<file path="config.mk">
export PLATFORM = sky130hd
export DESIGN_NAME = hmr_regs
export DESIGN_NICKNAME = d
export VERILOG_FILES = /design/src/core/hmr_regs.v
export VERILOG_INCLUDE_DIRS = /design/src /design/src/core
export SDC_FILE = /design/constraint.sdc
export NUM_CORES = 1
export LEC_CHECK = 0
export BUFFER_PORTS_ARGS = -buffer_cell sky130_fd_sc_hd__buf_2
export CAP_MARGIN = 20
export CELL_PAD_IN_SITES_DETAIL_PLACEMENT = 0
export CELL_PAD_IN_SITES_GLOBAL_PLACEMENT = 1
export CORE_MARGIN = 5
export CORE_UTILIZATION = 44
export CTS_CLUSTER_SIZE = 12
export DETAILED_ROUTE_END_ITERATION = 10
export PLACE_DENSITY = 0.85
export SLEW_MARGIN = 20
export SYNTH_ARGS = -nofsm -noshare
export SYNTH_HDL_FRONTEND = slang
export SYNTH_SLANG_ARGS = --single-unit
export TNS_END_PERCENT = 20
</file>
<file path="constraint.sdc">
create_clock -name pclk -period 5.6 [get_ports pclk]
set_input_delay 1.12 -clock pclk [delete_from_list [all_inputs] [get_ports pclk]]
set_output_delay 1.12 -clock pclk [all_outputs]
set_load 0.01 [all_outputs]
</file>
<file path="src/core/hmr_defines.vh">
// Constants for the host miscellaneous runtime register bank.
// Assumes inclusion by bare name from the bank's design file.
`ifndef HMR_DEFINES_VH
`define HMR_DEFINES_VH

// ****************************************************************
// Register indices; the byte address is four times the index.
// ****************************************************************
`define HMR_IDX_FORCE_CHG  8'h20
`define HMR_IDX_RATE_SHD   8'h21
`define HMR_IDX_FIFO1_SHD  8'h22
`define HMR_IDX_FIFO2_SHD  8'h23
`define HMR_IDX_DEV_OFF    8'h24
`define HMR_IDX_LED        8'h25
`define HMR_IDX_WAKE_KEY   8'h26
`define HMR_IDX_POK        8'h27

// ****************************************************************
// Reset values and writable masks.
// ****************************************************************
`define HMR_RST_DEV_OFF    8'h00
`define HMR_RST_LED        8'h00
`define HMR_RST_WAKE_KEY   8'h00
`define HMR_RST_POK        8'hF1
`define HMR_RST_SHADOW     8'h00
`define HMR_WMASK_DEV_OFF  8'hE9
`define HMR_WMASK_LED      8'h0F
`define HMR_WMASK_POK      8'hF3
`define HMR_WMASK_POK_LOCK 8'hF0

// ****************************************************************
// Field positions.
// ****************************************************************
`define HMR_FORCE_BIT      0
`define HMR_PARPORT_OFF    7
`define HMR_SERIAL1_OFF    6
`define HMR_SERIAL2_OFF    5
`define HMR_FLOPPY_OFF     3
`define HMR_PROTECT_OVR    0
`define HMR_LED_CODE_FETCH 3
`define HMR_LED_COLOR      2
`define HMR_POK_DELAY      0
`define HMR_POK_LOCK       1
`define HMR_BUS_RST_OUT2   7
`define HMR_BUS_RST_OUT1   6
`define HMR_BUS_RST_OUT3   5
`define HMR_BUS_RST_OUT4   4

// ****************************************************************
// LED_CONTROL patterns and timing.
// ****************************************************************
`define HMR_LED_OFF        2'h0
`define HMR_LED_BLINK      2'h1
`define HMR_LED_ON         2'h3
`define HMR_CLK_KHZ        10000
`define HMR_LED_HALF_MS    500
`define HMR_LED_HALF_CYC   (`HMR_LED_HALF_MS * `HMR_CLK_KHZ)
`define HMR_POK_DLY_CYC    1000

`endif

</file>
<file path="src/core/hmr_regs.v">
// Host miscellaneous runtime register bank behind an APB slave port.
// Assumes all inputs are synchronous to pclk; presetn is the system
// and standby power-on reset, the other resets are sampled levels.
//
// Operation
// - Writing one latches drive-0 disk-change force; writing zero never clears.
// - Head step or drive-0 select activity clears the force latch.
// - Disk-change to core is (select0 and force) or external input, active low.
// - Force latch resets on standby POR, main-supply reset and bus reset.
// - Index 21h reads back the last floppy data-rate write.
// - Index 22h mirrors serial port 1 FIFO control writes.
// - Index 23h mirrors serial port 2 FIFO control writes.
// - A set disable bit blocks its device whatever its valid bit.
// - Disable bits: parallel D7, serial1 D6, serial2 D5, floppy D3.
// - Core write-protect combines selects, forced protect, pin and override.
// - LED_CONTROL register writable only when LED_CONTROL off or system fully on.
// - Pattern 0 off, 1 blinks at 1 Hz half duty, 3 on.
// - Hardware updates the pattern from sleep states and power-good.
// - Color bit picks LED_CONTROL pin color depending on power state.
// - Code-fetch flag is read-write and cleared by main-supply reset.
// - Index 26h holds the wake key scan code.
// - Power-good delay bit selects delayed 3.3 V power-good output.
// - Lock bit freezes delay and lock bits until standby POR.
// - Bus reset enables force outputs low or buffer the bus reset.
//
// Register access over APB was decided locally.
`timescale 1ns/10ps
`include "hmr_defines.vh"

module hmr_regs #(
	parameter HALF_CYCLES = `HMR_LED_HALF_CYC,
	parameter POK_CYCLES  = `HMR_POK_DLY_CYC
) (
	input  wire        pclk,
	input  wire        presetn,
	input  wire        psel,
	input  wire        penable,
	input  wire        pwrite,
	input  wire [7:0]  paddr,
	input  wire [31:0] pwdata,
	input  wire [3:0]  pstrb,
	output reg  [31:0] prdata,
	output reg         pready,
	output reg         pslverr,
	input  wire        vcc_rst_n,
	input  wire        bus_rst_n,
	input  wire        drive_sel0_n,
	input  wire        drive_sel1_n,
	input  wire        step_n,
	input  wire        disk_changed_in_n,
	input  wire        write_protect_n,
	input  wire        forced_protect,
	output reg         core_disk_changed_n,
	output reg         core_write_protect_n,
	input  wire        rate_wr,
	input  wire [7:0]  rate_wdata,
	input  wire        fifo1_wr,
	input  wire [7:0]  fifo1_wdata,
	input  wire        fifo2_wr,
	input  wire [7:0]  fifo2_wdata,
	input  wire        parport_valid,
	input  wire        serial1_valid,
	input  wire        serial2_valid,
	input  wire        floppy_valid,
	output reg         parport_access_en,
	output reg         serial1_access_en,
	output reg         serial2_access_en,
	output reg         floppy_access_en,
	input  wire        sleep_state3_n,
	input  wire        sleep_state5_n,
	input  wire        supply_power_ok,
	output reg         led_yellow_n,
	output reg         led_green_n,
	output reg  [7:0]  wake_key_code,
	output reg         pok_out_3v,
	output reg  [3:0]  bus_rst_out_n
);

// ****************************************************************
// Address decode.
// ****************************************************************

// Offsets are word aligned, so each index sits at four times itself.
function hmr_hit;
	input [7:0] a;
	begin
		hmr_hit = (a[1:0] == 2'h0) &&
			(a[7:2] >= `HMR_IDX_FORCE_CHG) &&
			(a[7:2] <= `HMR_IDX_POK);
	end
endfunction

function [7:0] hmr_idx;
	input [7:0] a;
	begin
		hmr_idx = {2'h0, a[7:2]};
	end
endfunction

// ****************************************************************
// Register state.
// ****************************************************************
reg        force_chg_drive0;
reg [7:0]  rate_shadow;
reg [7:0]  fifo1_shadow;
reg [7:0]  fifo2_shadow;
reg [7:0]  dev_off;
reg [7:0]  led_ctrl;
reg [7:0]  pok_ctrl;
reg        sel0_n_q;
reg [22:0] blink_cnt;
reg        blink_phase;
reg [15:0] pok_cnt;

wire wr_acc = psel && penable && pready && pwrite && pstrb[0] &&
	hmr_hit(paddr);
wire [7:0] widx = hmr_idx(paddr);
wire [7:0] wbyte = pwdata[7:0];
wire sys_on = sleep_state3_n && sleep_state5_n && supply_power_ok;
wire [1:0] led_pat = led_ctrl[1:0];
wire led_wr_ok = (led_pat == `HMR_LED_OFF) || sys_on;

// ****************************************************************
// APB slave: one wait-free access phase, answered from flops.
// ****************************************************************
reg [7:0] rd_byte;
always @* begin
	case (hmr_idx(paddr))
	`HMR_IDX_FORCE_CHG: rd_byte = {7'h00, force_chg_drive0};
	`HMR_IDX_RATE_SHD:  rd_byte = rate_shadow;
	`HMR_IDX_FIFO1_SHD: rd_byte = fifo1_shadow;
	`HMR_IDX_FIFO2_SHD: rd_byte = fifo2_shadow;
	`HMR_IDX_DEV_OFF:   rd_byte = dev_off;
	`HMR_IDX_LED:       rd_byte = led_ctrl;
	`HMR_IDX_WAKE_KEY:  rd_byte = wake_key_code;
	`HMR_IDX_POK:       rd_byte = pok_ctrl;
	default:            rd_byte = 8'h00;
	endcase
end

always @(posedge pclk or negedge presetn) begin
	if (!presetn) begin
		pready  <= 1'b0;
		pslverr <= 1'b0;
		prdata  <= 32'h00000000;
	end else begin
		pready  <= psel && !penable;
		if (psel && !penable) begin
			pslverr <= !hmr_hit(paddr);
			prdata  <= hmr_hit(paddr) ? {24'h000000, rd_byte} :
				32'h00000000;
		end else begin
			pslverr <= 1'b0;
		end
	end
end

// ****************************************************************
// Floppy disk-change force latch.
// ****************************************************************

// Clearing on the release of drive-0 select lets the forced change be
// seen for the whole selection instead of vanishing at once.
wire sel0_release = !sel0_n_q && drive_sel0_n;
wire force_set = wr_acc && (widx == `HMR_IDX_FORCE_CHG) &&
	wbyte[`HMR_FORCE_BIT];

always @(posedge pclk or negedge presetn) begin
	if (!presetn) begin
		force_chg_drive0 <= 1'b0;
		sel0_n_q         <= 1'b1;
	end else begin
		sel0_n_q <= drive_sel0_n;
		if (!vcc_rst_n || !bus_rst_n)
			force_chg_drive0 <= 1'b0;
		else if (force_set)
			force_chg_drive0 <= 1'b1;
		else if (!step_n || sel0_release)
			force_chg_drive0 <= 1'b0;
	end
end

// ****************************************************************
// Floppy core signal combination.
// ****************************************************************
always @(posedge pclk or negedge presetn) begin
	if (!presetn) begin
		core_disk_changed_n  <= 1'b1;
		core_write_protect_n <= 1'b1;
	end else begin
		core_disk_changed_n <= !((!drive_sel0_n && force_chg_drive0) ||
			!disk_changed_in_n);
		core_write_protect_n <= !((!drive_sel0_n && forced_protect) ||
			(!drive_sel1_n && forced_protect) || !write_protect_n ||
			dev_off[`HMR_PROTECT_OVR]);
	end
end

// ****************************************************************
// Shadows of write-only registers.
// ****************************************************************

// Only the peripheral write strobes load these; host writes never do.
always @(posedge pclk or negedge presetn) begin
	if (!presetn) begin
		rate_shadow  <= `HMR_RST_SHADOW;
		fifo1_shadow <= `HMR_RST_SHADOW;
		fifo2_shadow <= `HMR_RST_SHADOW;
	end else begin
		if (rate_wr)
			rate_shadow <= rate_wdata;
		if (fifo1_wr)
			fifo1_shadow <= fifo1_wdata;
		if (fifo2_wr)
			fifo2_shadow <= fifo2_wdata;
	end
end

// ****************************************************************
// Logical device disable and wake key.
// ****************************************************************
always @(posedge pclk or negedge presetn) begin
	if (!presetn) begin
		dev_off       <= `HMR_RST_DEV_OFF;
		wake_key_code <= `HMR_RST_WAKE_KEY;
	end else if (wr_acc) begin
		if (widx == `HMR_IDX_DEV_OFF)
			dev_off <= wbyte & `HMR_WMASK_DEV_OFF;
		if (widx == `HMR_IDX_WAKE_KEY)
			wake_key_code <= wbyte;
	end
end

always @(posedge pclk or negedge presetn) begin
	if (!presetn) begin
		parport_access_en <= 1'b0;
		serial1_access_en <= 1'b0;
		serial2_access_en <= 1'b0;
		floppy_access_en  <= 1'b0;
	end else begin
		parport_access_en <= parport_valid &&
			!dev_off[`HMR_PARPORT_OFF];
		serial1_access_en <= serial1_valid &&
			!dev_off[`HMR_SERIAL1_OFF];
		serial2_access_en <= serial2_valid &&
			!dev_off[`HMR_SERIAL2_OFF];
		floppy_access_en  <= floppy_valid &&
			!dev_off[`HMR_FLOPPY_OFF];
	end
end

// ****************************************************************
// LED_CONTROL control register.
// ****************************************************************
reg [7:0] next_led_ctrl;
always @* begin
	next_led_ctrl = led_ctrl;
	if (wr_acc && (widx == `HMR_IDX_LED) && led_wr_ok)
		next_led_ctrl = wbyte & `HMR_WMASK_LED;
	if (!sleep_state5_n)
		next_led_ctrl[1:0] = `HMR_LED_OFF;
	else if (!sleep_state3_n || !supply_power_ok)
		next_led_ctrl[1:0] = `HMR_LED_BLINK;
	if (!vcc_rst_n)
		next_led_ctrl = `HMR_RST_LED;
end

always @(posedge pclk or negedge presetn) begin
	if (!presetn)
		led_ctrl <= `HMR_RST_LED;
	else
		led_ctrl <= next_led_ctrl;
end

// ****************************************************************
// Blink divider: a one-cycle enable flips the phase each half second.
// ****************************************************************
wire half_tick = (blink_cnt == HALF_CYCLES - 1);

always @(posedge pclk or negedge presetn) begin
	if (!presetn) begin
		blink_cnt   <= 23'h000000;
		blink_phase <= 1'b0;
	end else if (led_pat != `HMR_LED_BLINK) begin
		blink_cnt   <= 23'h000000;
		blink_phase <= 1'b1;
	end else if (half_tick) begin
		blink_cnt   <= 23'h000000;
		blink_phase <= !blink_phase;
	end else begin
		blink_cnt <= blink_cnt + 23'h000001;
	end
end

// ****************************************************************
// LED_CONTROL pins.
// ****************************************************************

// Color ties green to a set bit while running, and reverses in sleep
// so a sleeping system shows the other color for the same setting.
reg led_lit;
reg pick_green;
always @* begin
	case (led_pat)
	`HMR_LED_BLINK: led_lit = blink_phase;
	`HMR_LED_ON:    led_lit = 1'b1;
	default:        led_lit = 1'b0;
	endcase
	pick_green = sys_on ? led_ctrl[`HMR_LED_COLOR] :
		!led_ctrl[`HMR_LED_COLOR];
end

always @(posedge pclk or negedge presetn) begin
	if (!presetn) begin
		led_yellow_n <= 1'b1;
		led_green_n  <= 1'b1;
	end else begin
		led_green_n  <= !(led_lit && pick_green);
		led_yellow_n <= !(led_lit && !pick_green);
	end
end

// ****************************************************************
// Power-good control.
// ****************************************************************
reg [7:0] next_pok_ctrl;
always @* begin
	next_pok_ctrl = pok_ctrl;
	if (wr_acc && (widx == `HMR_IDX_POK)) begin
		if (pok_ctrl[`HMR_POK_LOCK])
			next_pok_ctrl = (pok_ctrl & ~`HMR_WMASK_POK_LOCK) |
				(wbyte & `HMR_WMASK_POK_LOCK);
		else
			next_pok_ctrl = wbyte & `HMR_WMASK_POK;
	end
end

always @(posedge pclk or negedge presetn) begin
	if (!presetn)
		pok_ctrl <= `HMR_RST_POK;
	else
		pok_ctrl <= next_pok_ctrl;
end

// The output drops at once on loss of supply; only the rise is delayed.
always @(posedge pclk or negedge presetn) begin
	if (!presetn) begin
		pok_cnt    <= 16'h0000;
		pok_out_3v <= 1'b0;
	end else if (!supply_power_ok) begin
		pok_cnt    <= 16'h0000;
		pok_out_3v <= 1'b0;
	end else if (!pok_ctrl[`HMR_POK_DELAY]) begin
		pok_out_3v <= 1'b1;
	end else if (pok_cnt == POK_CYCLES - 1) begin
		pok_out_3v <= 1'b1;
	end else begin
		pok_cnt <= pok_cnt + 16'h0001;
	end
end

// ****************************************************************
// Buffered bus reset outputs.
// ****************************************************************
always @(posedge pclk or negedge presetn) begin
	if (!presetn) begin
		bus_rst_out_n <= 4'h0;
	end else begin
		bus_rst_out_n[0] <= pok_ctrl[`HMR_BUS_RST_OUT1] && bus_rst_n;
		bus_rst_out_n[1] <= pok_ctrl[`HMR_BUS_RST_OUT2] && bus_rst_n;
		bus_rst_out_n[2] <= pok_ctrl[`HMR_BUS_RST_OUT3] && bus_rst_n;
		bus_rst_out_n[3] <= pok_ctrl[`HMR_BUS_RST_OUT4] &&
			bus_rst_n;
	end
end

endmodule // hmr_regs

</file>
Word-level counts from Yosys, hierarchy flattened
Cells that the tools add are included.
- latch bits: 0
- logic and storage cells: 139
- memory bits (writable): 0
- register bits after elaboration: 142
- memories: 0
- output and inout port bits: 55
- memory bits (read-only): 0
- shift-type cells: 0
- multipliers: 0
- magnitude comparators: 2
- add/subtract/negate cells: 2
- equal/unequal tests: 18
- mux-type cells: 23
- bitwise logic cells: 1
- reduce and logical (&&, ||, !) cells: 67
- divide/modulo/power cells: 0
- operators by type and width (kind ; count):
    $pmux 8 s8 ; 1
    $eq 6x6->1 const B ; 8
    $mux 16 ; 3
    $mux 23 ; 2
    $mux 8 ; 4
    $logic_and 1x1->1 ; 29
    $add 23x1->23 const B ; 1
    $eq 23x23->1 const B ; 1
    $logic_not 1->1 ; 23
    $add 16x1->16 const B ; 1
    $eq 16x10->1 const B ; 1
    $mux 1 ; 10
    $logic_or 1x1->1 ; 8
    $or 4x8->8 ; 1
    $ge 6x6->1 const B ; 1
    $le 6x6->1 const B ; 1
    $ne 2x1->1 const B ; 3
    $reduce_and 2->1 ; 3
    $logic_not 2->1 ; 2
    $mux 2 ; 2
    $ne 4x2->1 const B ; 1
    $ne 3x2->1 const B ; 1
    $reduce_bool 3->1 ; 1
    $eq 2x1->1 const B ; 1
    4 further kinds ; 4

Longest topological paths before layout
Gate-level depths: netlist of run 1.
- word-level depth: 11
- depth in mapped cells: 6
- mapped depth without buffers: 5

Worst setup path after synthesis of run 1
OpenSTA, ideal clock, no wires.
- path type: input-to-reg
- start point: input port paddr[6]
- end point: register dev_off[0]
- arrival: 2.570 ns
- setup slack: 2.905 ns
- buffers on the path: 0
- cell stages on the path: 4
- required time: 5.475 ns
- path through: nor3b_2 -> nand4_1 -> nor3_1 -> mux2_2
- cells in the longest elaborated chain, start to end: 5
- ends and longest elaborated chain (what ; RTL line ; text):
    from (decl) ; hmr_regs.v:39 ; input wire [7:0] paddr,
    $ge 6x6->1 (no source line) ; - ;
    $logic_and 1x1->1 (2 in a row) ; hmr_regs.v:87 ; hmr_hit = (a[1:0] == 2'h0) &&
    $logic_and 1x1->1 ; hmr_regs.v:115 ; wire wr_acc = psel && penable && pready && pwrite && pstrb[0] &&
    $reduce_and 2->1 (no source line) * ; - ;
    to (signal assigned) ; hmr_regs.v:224 ; dev_off <= `HMR_RST_DEV_OFF;
    to (signal assigned) ; hmr_regs.v:228 ; dev_off <= wbyte & `HMR_WMASK_DEV_OFF;
    to (decl) ; hmr_regs.v:107 ; reg [7:0] dev_off;
Mark *: on every way between the ends. The rest lies on a longest branch, timed or not.
A chain may end at the register's enable or synchronous reset.

Final worst setup path of run 1
- start point: input port paddr[6]
- end point: register dev_off[7]
Same word-level chain as after synthesis.

==> results of run 1 <==
## layout make-up
type | instances | area [um^2]
clock buffer | 10 | 229.0
fill | 1078 | 5793
multi-input combinational | 355 | 2389
sequential | 112 | 2815
timing repair buffer | 97 | 495.5
clock inverter | 6 | 73.82
inverter | 15 | 56.30
tap | 168 | 210.2
## placed cells by master, fill, tap and decap left out, drive strengths merged, types with 3 or more instances in the layout
| cell type | synthesis | final |
|---|---|---|
| o211ai | 3 | 3 |
| nand3 | 23 | 23 |
| and4 | 4 | 4 |
| clkbuf | 13 | 10 |
| nor2 | 29 | 29 |
| xor2 | 8 | 8 |
| a32oi | 4 | 4 |
| nand2b | 9 | 9 |
| dfstp | 10 | 10 |
| or4 | 8 | 8 |
| and3 | 5 | 5 |
| o21ai | 21 | 21 |
| or3 | 11 | 11 |
| nand2 | 31 | 31 |
| o22ai | 5 | 5 |
| a22o | 4 | 4 |
| dfrtp | 102 | 102 |
| a221oi | 3 | 3 |
| nand4 | 14 | 14 |
| o31ai | 6 | 6 |
| xnor2 | 12 | 12 |
| a22oi | 3 | 3 |
| inv | 15 | 18 |
| nor3 | 7 | 7 |
| mux2 | 46 | 46 |
| nor4 | 5 | 5 |
| a21oi | 23 | 23 |
| nor4bb | 4 | 4 |
| mux2i | 12 | 12 |
| nor2b | 5 | 5 |
| and2 | 6 | 6 |
| conb | 1 | 24 |
| buf | 29 | 97 |
## how the worst max path moves through the flow
stage / end / slack, ns / cells past startpoint
2_1_floorplan: dev_off[0] / 2.91 / 4
3_3_place_gp: dev_off[6] / 2.14 / 5
3_5_place_dp: dev_off[7] / 2.00 / 5
4_1_cts: dev_off[7] / 2.38 / 5
5_1_grt: dev_off[7] / 2.59 / 5
6_report: dev_off[7] / 2.64 / 5
## cell families after synthesis
kind of cell	share of synthesized area, %
compound gates	9.085
simple gates	17.73
other cells	0.06911
fa+ha+maj	0.4611
flops	51.88
buf+inv	5.787
mux	11.76
xor+xnor	3.228
## metrics by stage
step	setup slack (ns)	cells	cell area (um^2)	power, W
4_1_cts	2.381	763	6264	0.001652
3_3_place_gp	2.137	747	5961	0.0009859
5_1_grt	2.588	763	6269	0.001702
2_1_floorplan	2.905	524	5513	0.0009365
6_report	2.637	763	6269	0.001633
3_5_place_dp	1.996	747	5961	0.0009903
## registers in the layout, indices dropped and copies added (netlist names), 4 cells and up
name           flops
blink_cnt         23
bus_rst_out_n      4
dev_off            5
fifo1_shadow       8
fifo2_shadow       8
led_ctrl           4
pok_cnt           16
pok_ctrl           6
prdata             8
rate_shadow        8
wake_key_code      8
## routing by layer
layer / wire [um] / vias up / GRT usage, %
met2: 6041 / 121 / 27.16
met1: 5754 / 2027 / 24.86
li1: - / 1936 / -
met5: 0 / - / 0
met4: 195 / 0 / 5.099
met3: 830 / 13 / 5.408
## power groups by stage
stage | logic (W) | clock network (W) | registers (W)
3_5_place_dp | 0.000129 | 0 | 0.000861
4_1_cts | 0.000129 | 0.000677 | 0.000846
2_1_floorplan | 0.0000768 | 0 | 0.000860
5_1_grt | 0.000143 | 0.000710 | 0.000848
3_3_place_gp | 0.000126 | 0 | 0.000860
6_report | 0.000129 | 0.000659 | 0.000846
==> impl_metrics.toml, run 1 <==
[outcome]
outcome = "completed"

[yosys]
synth_edf_count = 0
synth_area_leaders = "dfrtp_1, mux2_2, dfstp_2, buf_4, mux2i_1"
ys_ff_latch = 112
syn_inst = 501
ys_types = 55
synth.top_cell.area_share_pct = 47.04
yosysTopAreaCell = "dfrtp_1"
syn_area_per_cell_um2 = 10.83
ys.flop_type = "dfrtp_1"
synthArstFlopShare_pct = 100.0
ys_warn_count = 0
syn-cell-area_um2 = 5426
synth.most_common_cell = "dfrtp_1"
synth_common_cells = "dfrtp_1, mux2_2, nand2_1"
yosysSeqAreaShare_pct = 51.88

[drt]
firstDrtPassIters = 4
drc_errors = 0
drt_iter0_drc = 280
wire_per_inst_um = 16.80
drt_wl_total_um = 12820
vias = 4097
ant_nets = 0
viasPerCell = 5.370

[power]
p_clk_share_pct = 40.3
p_sw_share_pct = 24.16
p_seq_share_pct = 51.8
internal_power_w = 0.001238
p_sw_w = 0.0003944
power_density_nw_per_um2 = 260.5
vdd_drop_max_mv = 0.2048
p_leak_nw = 2.814
p_comb_share_pct = 7.9

[final_layout]
utilization_pct = 51.97
diodes = 0
syn_to_final_growth_pct = 15.52
nets = 683
drive_gt1_share_pct = 30.08

[worst_setup_path]
r2r-start = "blink_cnt[0]"
cp_num_buf_inv = 1
crit_start = "paddr[6]"
cp.required_ns = 5.84
endpoint_kind = "flip-flop"
rrSetupSlack_ns = 3.30
reg2regPathDepth = 5
startpoint_type = "input port"
r2r_end = "blink_cnt[22]"
critical_path_class = "in -> reg"
critPathSlowestCell = "nor3_2"
cpPeakStageDelay_ns = 0.66
worst_path_dominant_cell_family = "simple AND/OR/NAND/NOR gates"
crit_fanout = 8
arrival_ns = 3.20
path_cells = "buf_2 > nor3b_2 > nand4_1 > nor3_2 > mux2_2"

[clocking]
cts_buffers = 9
clk_pin_slew_ns = 0.08
postCtsHoldBufs = 0
clock_latency_ns = 0.35
clk_path_buf_depth = 2
post_cts_buffers = 0
cts_tree = "built"
htree_num_levels = 3
cts_resized = 0
clockRootBuffer = "clkbuf_16"
numClockSinks = 112

[die]
start_util_pct = 44.99
ios = 146
rows = 40
die_x_um = 121.1
core-area_um2 = 12060
dieArea_um2 = 14650
die_h_um = 121.1

[sta]
hold_violations = 0
setup_tns_ns = 0
min_period_ns = 2.963
period_share_pct = 52.91
slew_headroom_pct = 41.57
rsz0062_at_grt = "no"
setup_viol = 0
worstMarginPinSlew_ns = 0.8764
fmax_mhz = 337.5
whs_ns = 0.4589
slew_viol_final = 0
clock-skew-final_ns = 0.007327

[grt]
grtUsageTotal_pct = 17.90
grt_pass1_wl_um = 20790
grt_pass1_vias = 4114
antenna_found_initial = 0
overflow = 0
grt_max_degree = 71

[hold_path]
min_from = "dev_off[3]"
min_path_cells = 1
worstHoldPathType = "reg -> reg"
worst_hold_path.endpoint = "floppy_access_en"

[placement]
dpl.hpwl_um = 9627
io_buffer_count = 94
gp_congestion = 0.8398

[flow_run]
max_cap_viol_count = 0
No activity file was read; power rests on OpenSTA's default activity.
==> inputs of run 2 (changes only) <==
- CORE_UTILIZATION: 44 -> 37
- PLACE_DENSITY: 0.85 -> 0.76
- clock period: 5.6 -> 2.4 ns (I/O delays scaled with it)
==> impl_metrics.toml, run 2 (synthesis results as in run 1) <==
[power]
p_seq_share_pct = 51.8
p_sw_w = 0.0009792
p_leak_nw = 2.879
vdd_drop_max_mv = 0.3975
power_density_nw_per_um2 = 594.9
total_power_w = 0.003802
p_sw_share_pct = 25.76
p_comb_share_pct = 8.3
p_clk_share_pct = 39.9
internal_power_w = 0.002822

[grt]
grt_max_degree = 53
grt_pass1_wl_um = 21740
grtUsageTotal_pct = 15.34
grt_pass1_vias = 4189
antenna_found_initial = 0
overflow = 0

[drt]
met1_length_um = 6180
drc_errors = 0
firstDrtPassIters = 5
drt_wl_total_um = 13220
ant_nets = 0
wl_met2_um = 6112
vias = 4086
viasPerCell = 5.179
drt_iter0_drc = 283
wl_met3_um = 789
wire_per_inst_um = 16.76
highest_layer = "met4"

[sta]
setup_tns_ns = 0
slew_viol_final = 0
clock-skew-final_ns = 0.008399
worstMarginPinSlew_ns = 0.5569
min_period_ns = 2.184
setup_viol = 0
fmax_mhz = 457.9
hold_violations = 0
whs_ns = 0.07749
rsz0062_at_grt = "no"
period_share_pct = 90.99
slew_headroom_pct = 62.77
setup_ws_ns = 0.2162

[clocking]
numClockSinks = 112
clk_pin_slew_ns = 0.08
clockRootBuffer = "clkbuf_16"
post_cts_buffers = 0
clock_latency_ns = 0.36
htree_num_levels = 3
clk_path_buf_depth = 2
cts_tree = "built"
cts_buffers = 9
cts_resized = 0
postCtsHoldBufs = 0

[hold_path]
worstHoldPathType = "in -> async"

[die]
rows = 44
start_util_pct = 37.48
die_x_um = 131.1
die_h_um = 131.1
dieArea_um2 = 17190
ios = 146
core-area_um2 = 14480

[final_layout]
top_regs = "blink_cnt x23, pok_cnt x16"
fill_cells = 1391
nets = 693
largest_register_ffs = 23
syn_to_final_growth_pct = 17.75
regMostFlops = "blink_cnt"
diodes = 0
layout_common_cells = "dfrtp_1, buf_2, mux2_2, nand2_1, nor2_1"
final_common_cell = "dfrtp_1"
drive_gt1_share_pct = 31.24

[flow_run]
max_cap_viol_count = 0

[worst_setup_path]
r2r-start = "blink_cnt[0]"
cp.required_ns = 2.68
startpoint_type = "flip-flop"
endpoint_kind = "flip-flop"
crit_start = "blink_cnt[0]"
crit_fanout = 8
critical_path_class = "reg -> reg"
arrival_ns = 2.46

[placement]
io_buffer_count = 94
dpl.hpwl_um = 9981
pre_cts_slack_ns = 0.1005
gp_congestion = 0.8905

[outcome]
outcome = "completed"
[run 2: worst max-delay path: stages (launching register included)]
cell	delay (ns)
dfrtp_1	0.40
ha_1	0.26
nand4_1	0.16
or4_1	0.69
or4_1	0.45
a21oi_1	0.16
[run 2: stage by stage]
stage / cell area (um^2) / util [%] / cells
2_1_floorplan: 5513 / - / 524
3_3_place_gp: 6081 / 42.00 / 773
3_5_place_dp: 6081 / 42.00 / 773
4_1_cts: 6390 / 44.13 / 789
5_1_grt: 6390 / 44.13 / 789
6_report: 6390 / 44.13 / 789
[run 2: metal layers]
layer  global-route usage, %  up-vias
met5                       0        -
met4                   4.099        0
met3                   4.281       10
met2                   23.28      110
met1                   21.68     2011
li1                        -     1955
[run 2: power groups by stage]
stage / Combinational (W) / Sequential (W) / Clock, W
floorplan: 0.000179 / 0.00201 / 0
finish: 0.000316 / 0.00197 / 0.00152
CTS: 0.000320 / 0.00197 / 0.00156
global route: 0.000354 / 0.00198 / 0.00163
global placement: 0.000313 / 0.00201 / 0
detailed placement: 0.000319 / 0.00201 / 0
[run 2: final cells by class]
class	instances	area, um^2	area share, %
Clock inverter	7	83.83	1.312
Multi-Input combinational cell	355	2384	37.30
Clock buffer	9	225.2	3.525
Timing Repair Buffer	107	595.6	9.321
Tap cell	184	230.2	3.603
Inverter	15	56.30	0.8811
Sequential cell	112	2815	44.06
[run 2: worst paths after layout]
path | cells after the start | slack [ns] | to
max | 5 | 0.22 | blink_cnt[22]
min | 1 | 0.08 | bus_rst_out_n[3]
max reg2reg | 5 | 0.22 | blink_cnt[22]
min reg2reg | 1 | 0.46 | floppy_access_en
max in group asynchronous | 2 | 1.62 | pok_ctrl[5]
min in group pclk | 1 | 0.25 | sel0_n_q
==> inputs of run 3 (changes only) <==
- CORE_UTILIZATION: 37 -> 44
- PLACE_DENSITY: 0.76 -> 0.85
- clock period: 2.4 -> 2.75 ns (I/O delays scaled with it)
==> impl_metrics.toml, run 3 (synthesis results as in run 1) <==
[grt]
grtUsageTotal_pct = 17.84
use_met1_pct = 25.17
grt_max_degree = 50
antenna_found_initial = 0
grt_pass1_vias = 4006
grt_pass1_wl_um = 20680
grt-busiest-layer = "met2"
grtUsageMet2_pct = 27.51
overflow = 0
grt_use_met3_pct = 3.869

[sta]
slew_headroom_pct = 62.14
min_period_ns = 2.287
worstMarginPinSlew_ns = 0.5679
setup_ws_ns = 0.4631
rsz0062_at_grt = "no"
setup_tns_ns = 0
fmax_mhz = 437.3
slew_viol_final = 0
hold_violations = 0
period_share_pct = 83.16
setup_viol = 0
clock-skew-final_ns = 0.009091

[drt]
ant_nets = 0
drc_errors = 0
drt_wl_total_um = 12890
vias = 4135
wire_per_inst_um = 16.80
drt_iter0_drc = 291
viasPerCell = 5.391
firstDrtPassIters = 5

[die]
core-area_um2 = 12060
die_h_um = 121.1
start_util_pct = 44.99
rows = 40
die_x_um = 121.1
dieArea_um2 = 14650
ios = 146

[final_layout]
top_regs = "blink_cnt x23, pok_cnt x16"
nets = 687
regMostFlops = "blink_cnt"
final_common_cell = "dfrtp_1"
syn_to_final_growth_pct = 16.21
diodes = 0
largest_register_ffs = 23
drive_gt1_share_pct = 30.55
layout_common_cells = "dfrtp_1, buf_2, mux2_2, nand2_1, nor2_1"

[placement]
io_buffer_count = 94
dpl.hpwl_um = 9754
gp_congestion = 0.8645
pre_cts_slack_ns = 0.3985

[worst_setup_path]
crit_fanout = 8
crit_top_cell = "or4_1"
rrSetupSlack_ns = 0.46
r2r-start = "blink_cnt[0]"
startpoint_type = "flip-flop"
cp.required_ns = 3.03
cp_num_buf_inv = 0
path_cells = "ha_1 > nand4_1 > or4_1 > or4_1 > a21oi_1"
r2r_end = "blink_cnt[20]"
endpoint_kind = "flip-flop"
cpPeakStageDelay_ns = 0.72
arrival_ns = 2.57
reg2regPathDepth = 5
critPathSlowestCell = "or4_1"
critical_path_class = "reg -> reg"
worst_path_dominant_cell_family = "simple AND/OR/NAND/NOR gates"

[clocking]
post_cts_buffers = 0
cts_resized = 0
postCtsHoldBufs = 0
clockRootBuffer = "clkbuf_16"
clk_pin_slew_ns = 0.08
cts_tree = "built"
cts_buffers = 9
numClockSinks = 112
htree_num_levels = 3
clock_latency_ns = 0.36
clk_path_buf_depth = 2

[flow_run]
max_cap_viol_count = 0

[power]
p_sw_share_pct = 25.52
p_seq_share_pct = 52.4
p_comb_share_pct = 8.1
power_density_nw_per_um2 = 521.3
internal_power_w = 0.002449
total_power_w = 0.003288
vdd_drop_max_mv = 0.3804
p_leak_nw = 2.841
p_sw_w = 0.0008389
p_clk_share_pct = 39.5

[hold_path]
worstHoldPathType = "in -> async"

[outcome]
outcome = "completed"
run 3: cell types whose count changed in the layout (fill, tap and decap cells not counted):
| cell | before | now |
|---|---|---|
| buf_4 | 12 | 7 |
| clkinv_8 | 3 | 2 |
| buf_12 | 2 | 1 |
| clkinv_4 | 0 | 2 |
| inv_8 | 0 | 1 |
| inv_6 | 4 | 1 |
| clkinvlp_4 | 0 | 1 |
run 3: area by class of cell:
class / count / area [um^2]
Inverter: 15 / 56.30
Timing Repair Buffer: 101 / 538.0
Clock buffer: 9 / 225.2
Clock inverter: 7 / 77.57
Multi-Input combinational cell: 355 / 2384
Tap cell: 168 / 210.2
Fill cell: 1100 / 5756
Sequential cell: 112 / 2815
run 3: worst register-to-register path: stages (launching register included):
cell     delay (ns)
dfrtp_1        0.39
ha_1           0.25
nand4_1        0.26
or4_1          0.72
or4_1          0.44
a21oi_1        0.16
run 3: power by group through the flow:
stage / Sequential [W] / Clock, W / Combinational, W
6_report: 0.00172 / 0.00130 / 0.000267
5_1_grt: 0.00173 / 0.00141 / 0.000297
4_1_cts: 0.00172 / 0.00134 / 0.000269
3_5_place_dp: 0.00175 / 0 / 0.000268
3_3_place_gp: 0.00175 / 0 / 0.000261
2_1_floorplan: 0.00175 / 0 / 0.000156
run 3: worst max path at each step:
| stage | startpoint | endpoint | slack [ns] | depth (start not counted) |
|---|---|---|---|---|
| after floorplan | paddr[6] | dev_off[0] | 0.63 | 4 |
| after global routing | blink_cnt[0] | blink_cnt[20] | 0.26 | 5 |
| final | blink_cnt[0] | blink_cnt[20] | 0.46 | 5 |
| after detailed placement | paddr[4] | pok_ctrl[4] | 0.40 | 5 |
| after global placement | paddr[4] | pok_ctrl[6] | 0.42 | 5 |
| after CTS | blink_cnt[0] | blink_cnt[20] | 0.43 | 5 |
run 3: layer usage:
layer | routed length, um | part of all wire, %
met2 | 5981 | 46
met1 | 5879 | 46
met5 | 0 | 0
met4 | 221 | 1.7
met3 | 803 | 6.2
run 3: per-stage QoR:
stage          instance area (um^2)  util [%]  std cells  hold WS (ns)
4_1_cts                        6306     52.28        767        0.1941
6_report                       6306     52.28        767        0.1917
5_1_grt                        6306     52.28        767        0.2309
3_3_place_gp                   6003     49.77        751        0.4409
2_1_floorplan                  5513         -        524        0.2544
3_5_place_dp                   6003     49.77        751        0.4565
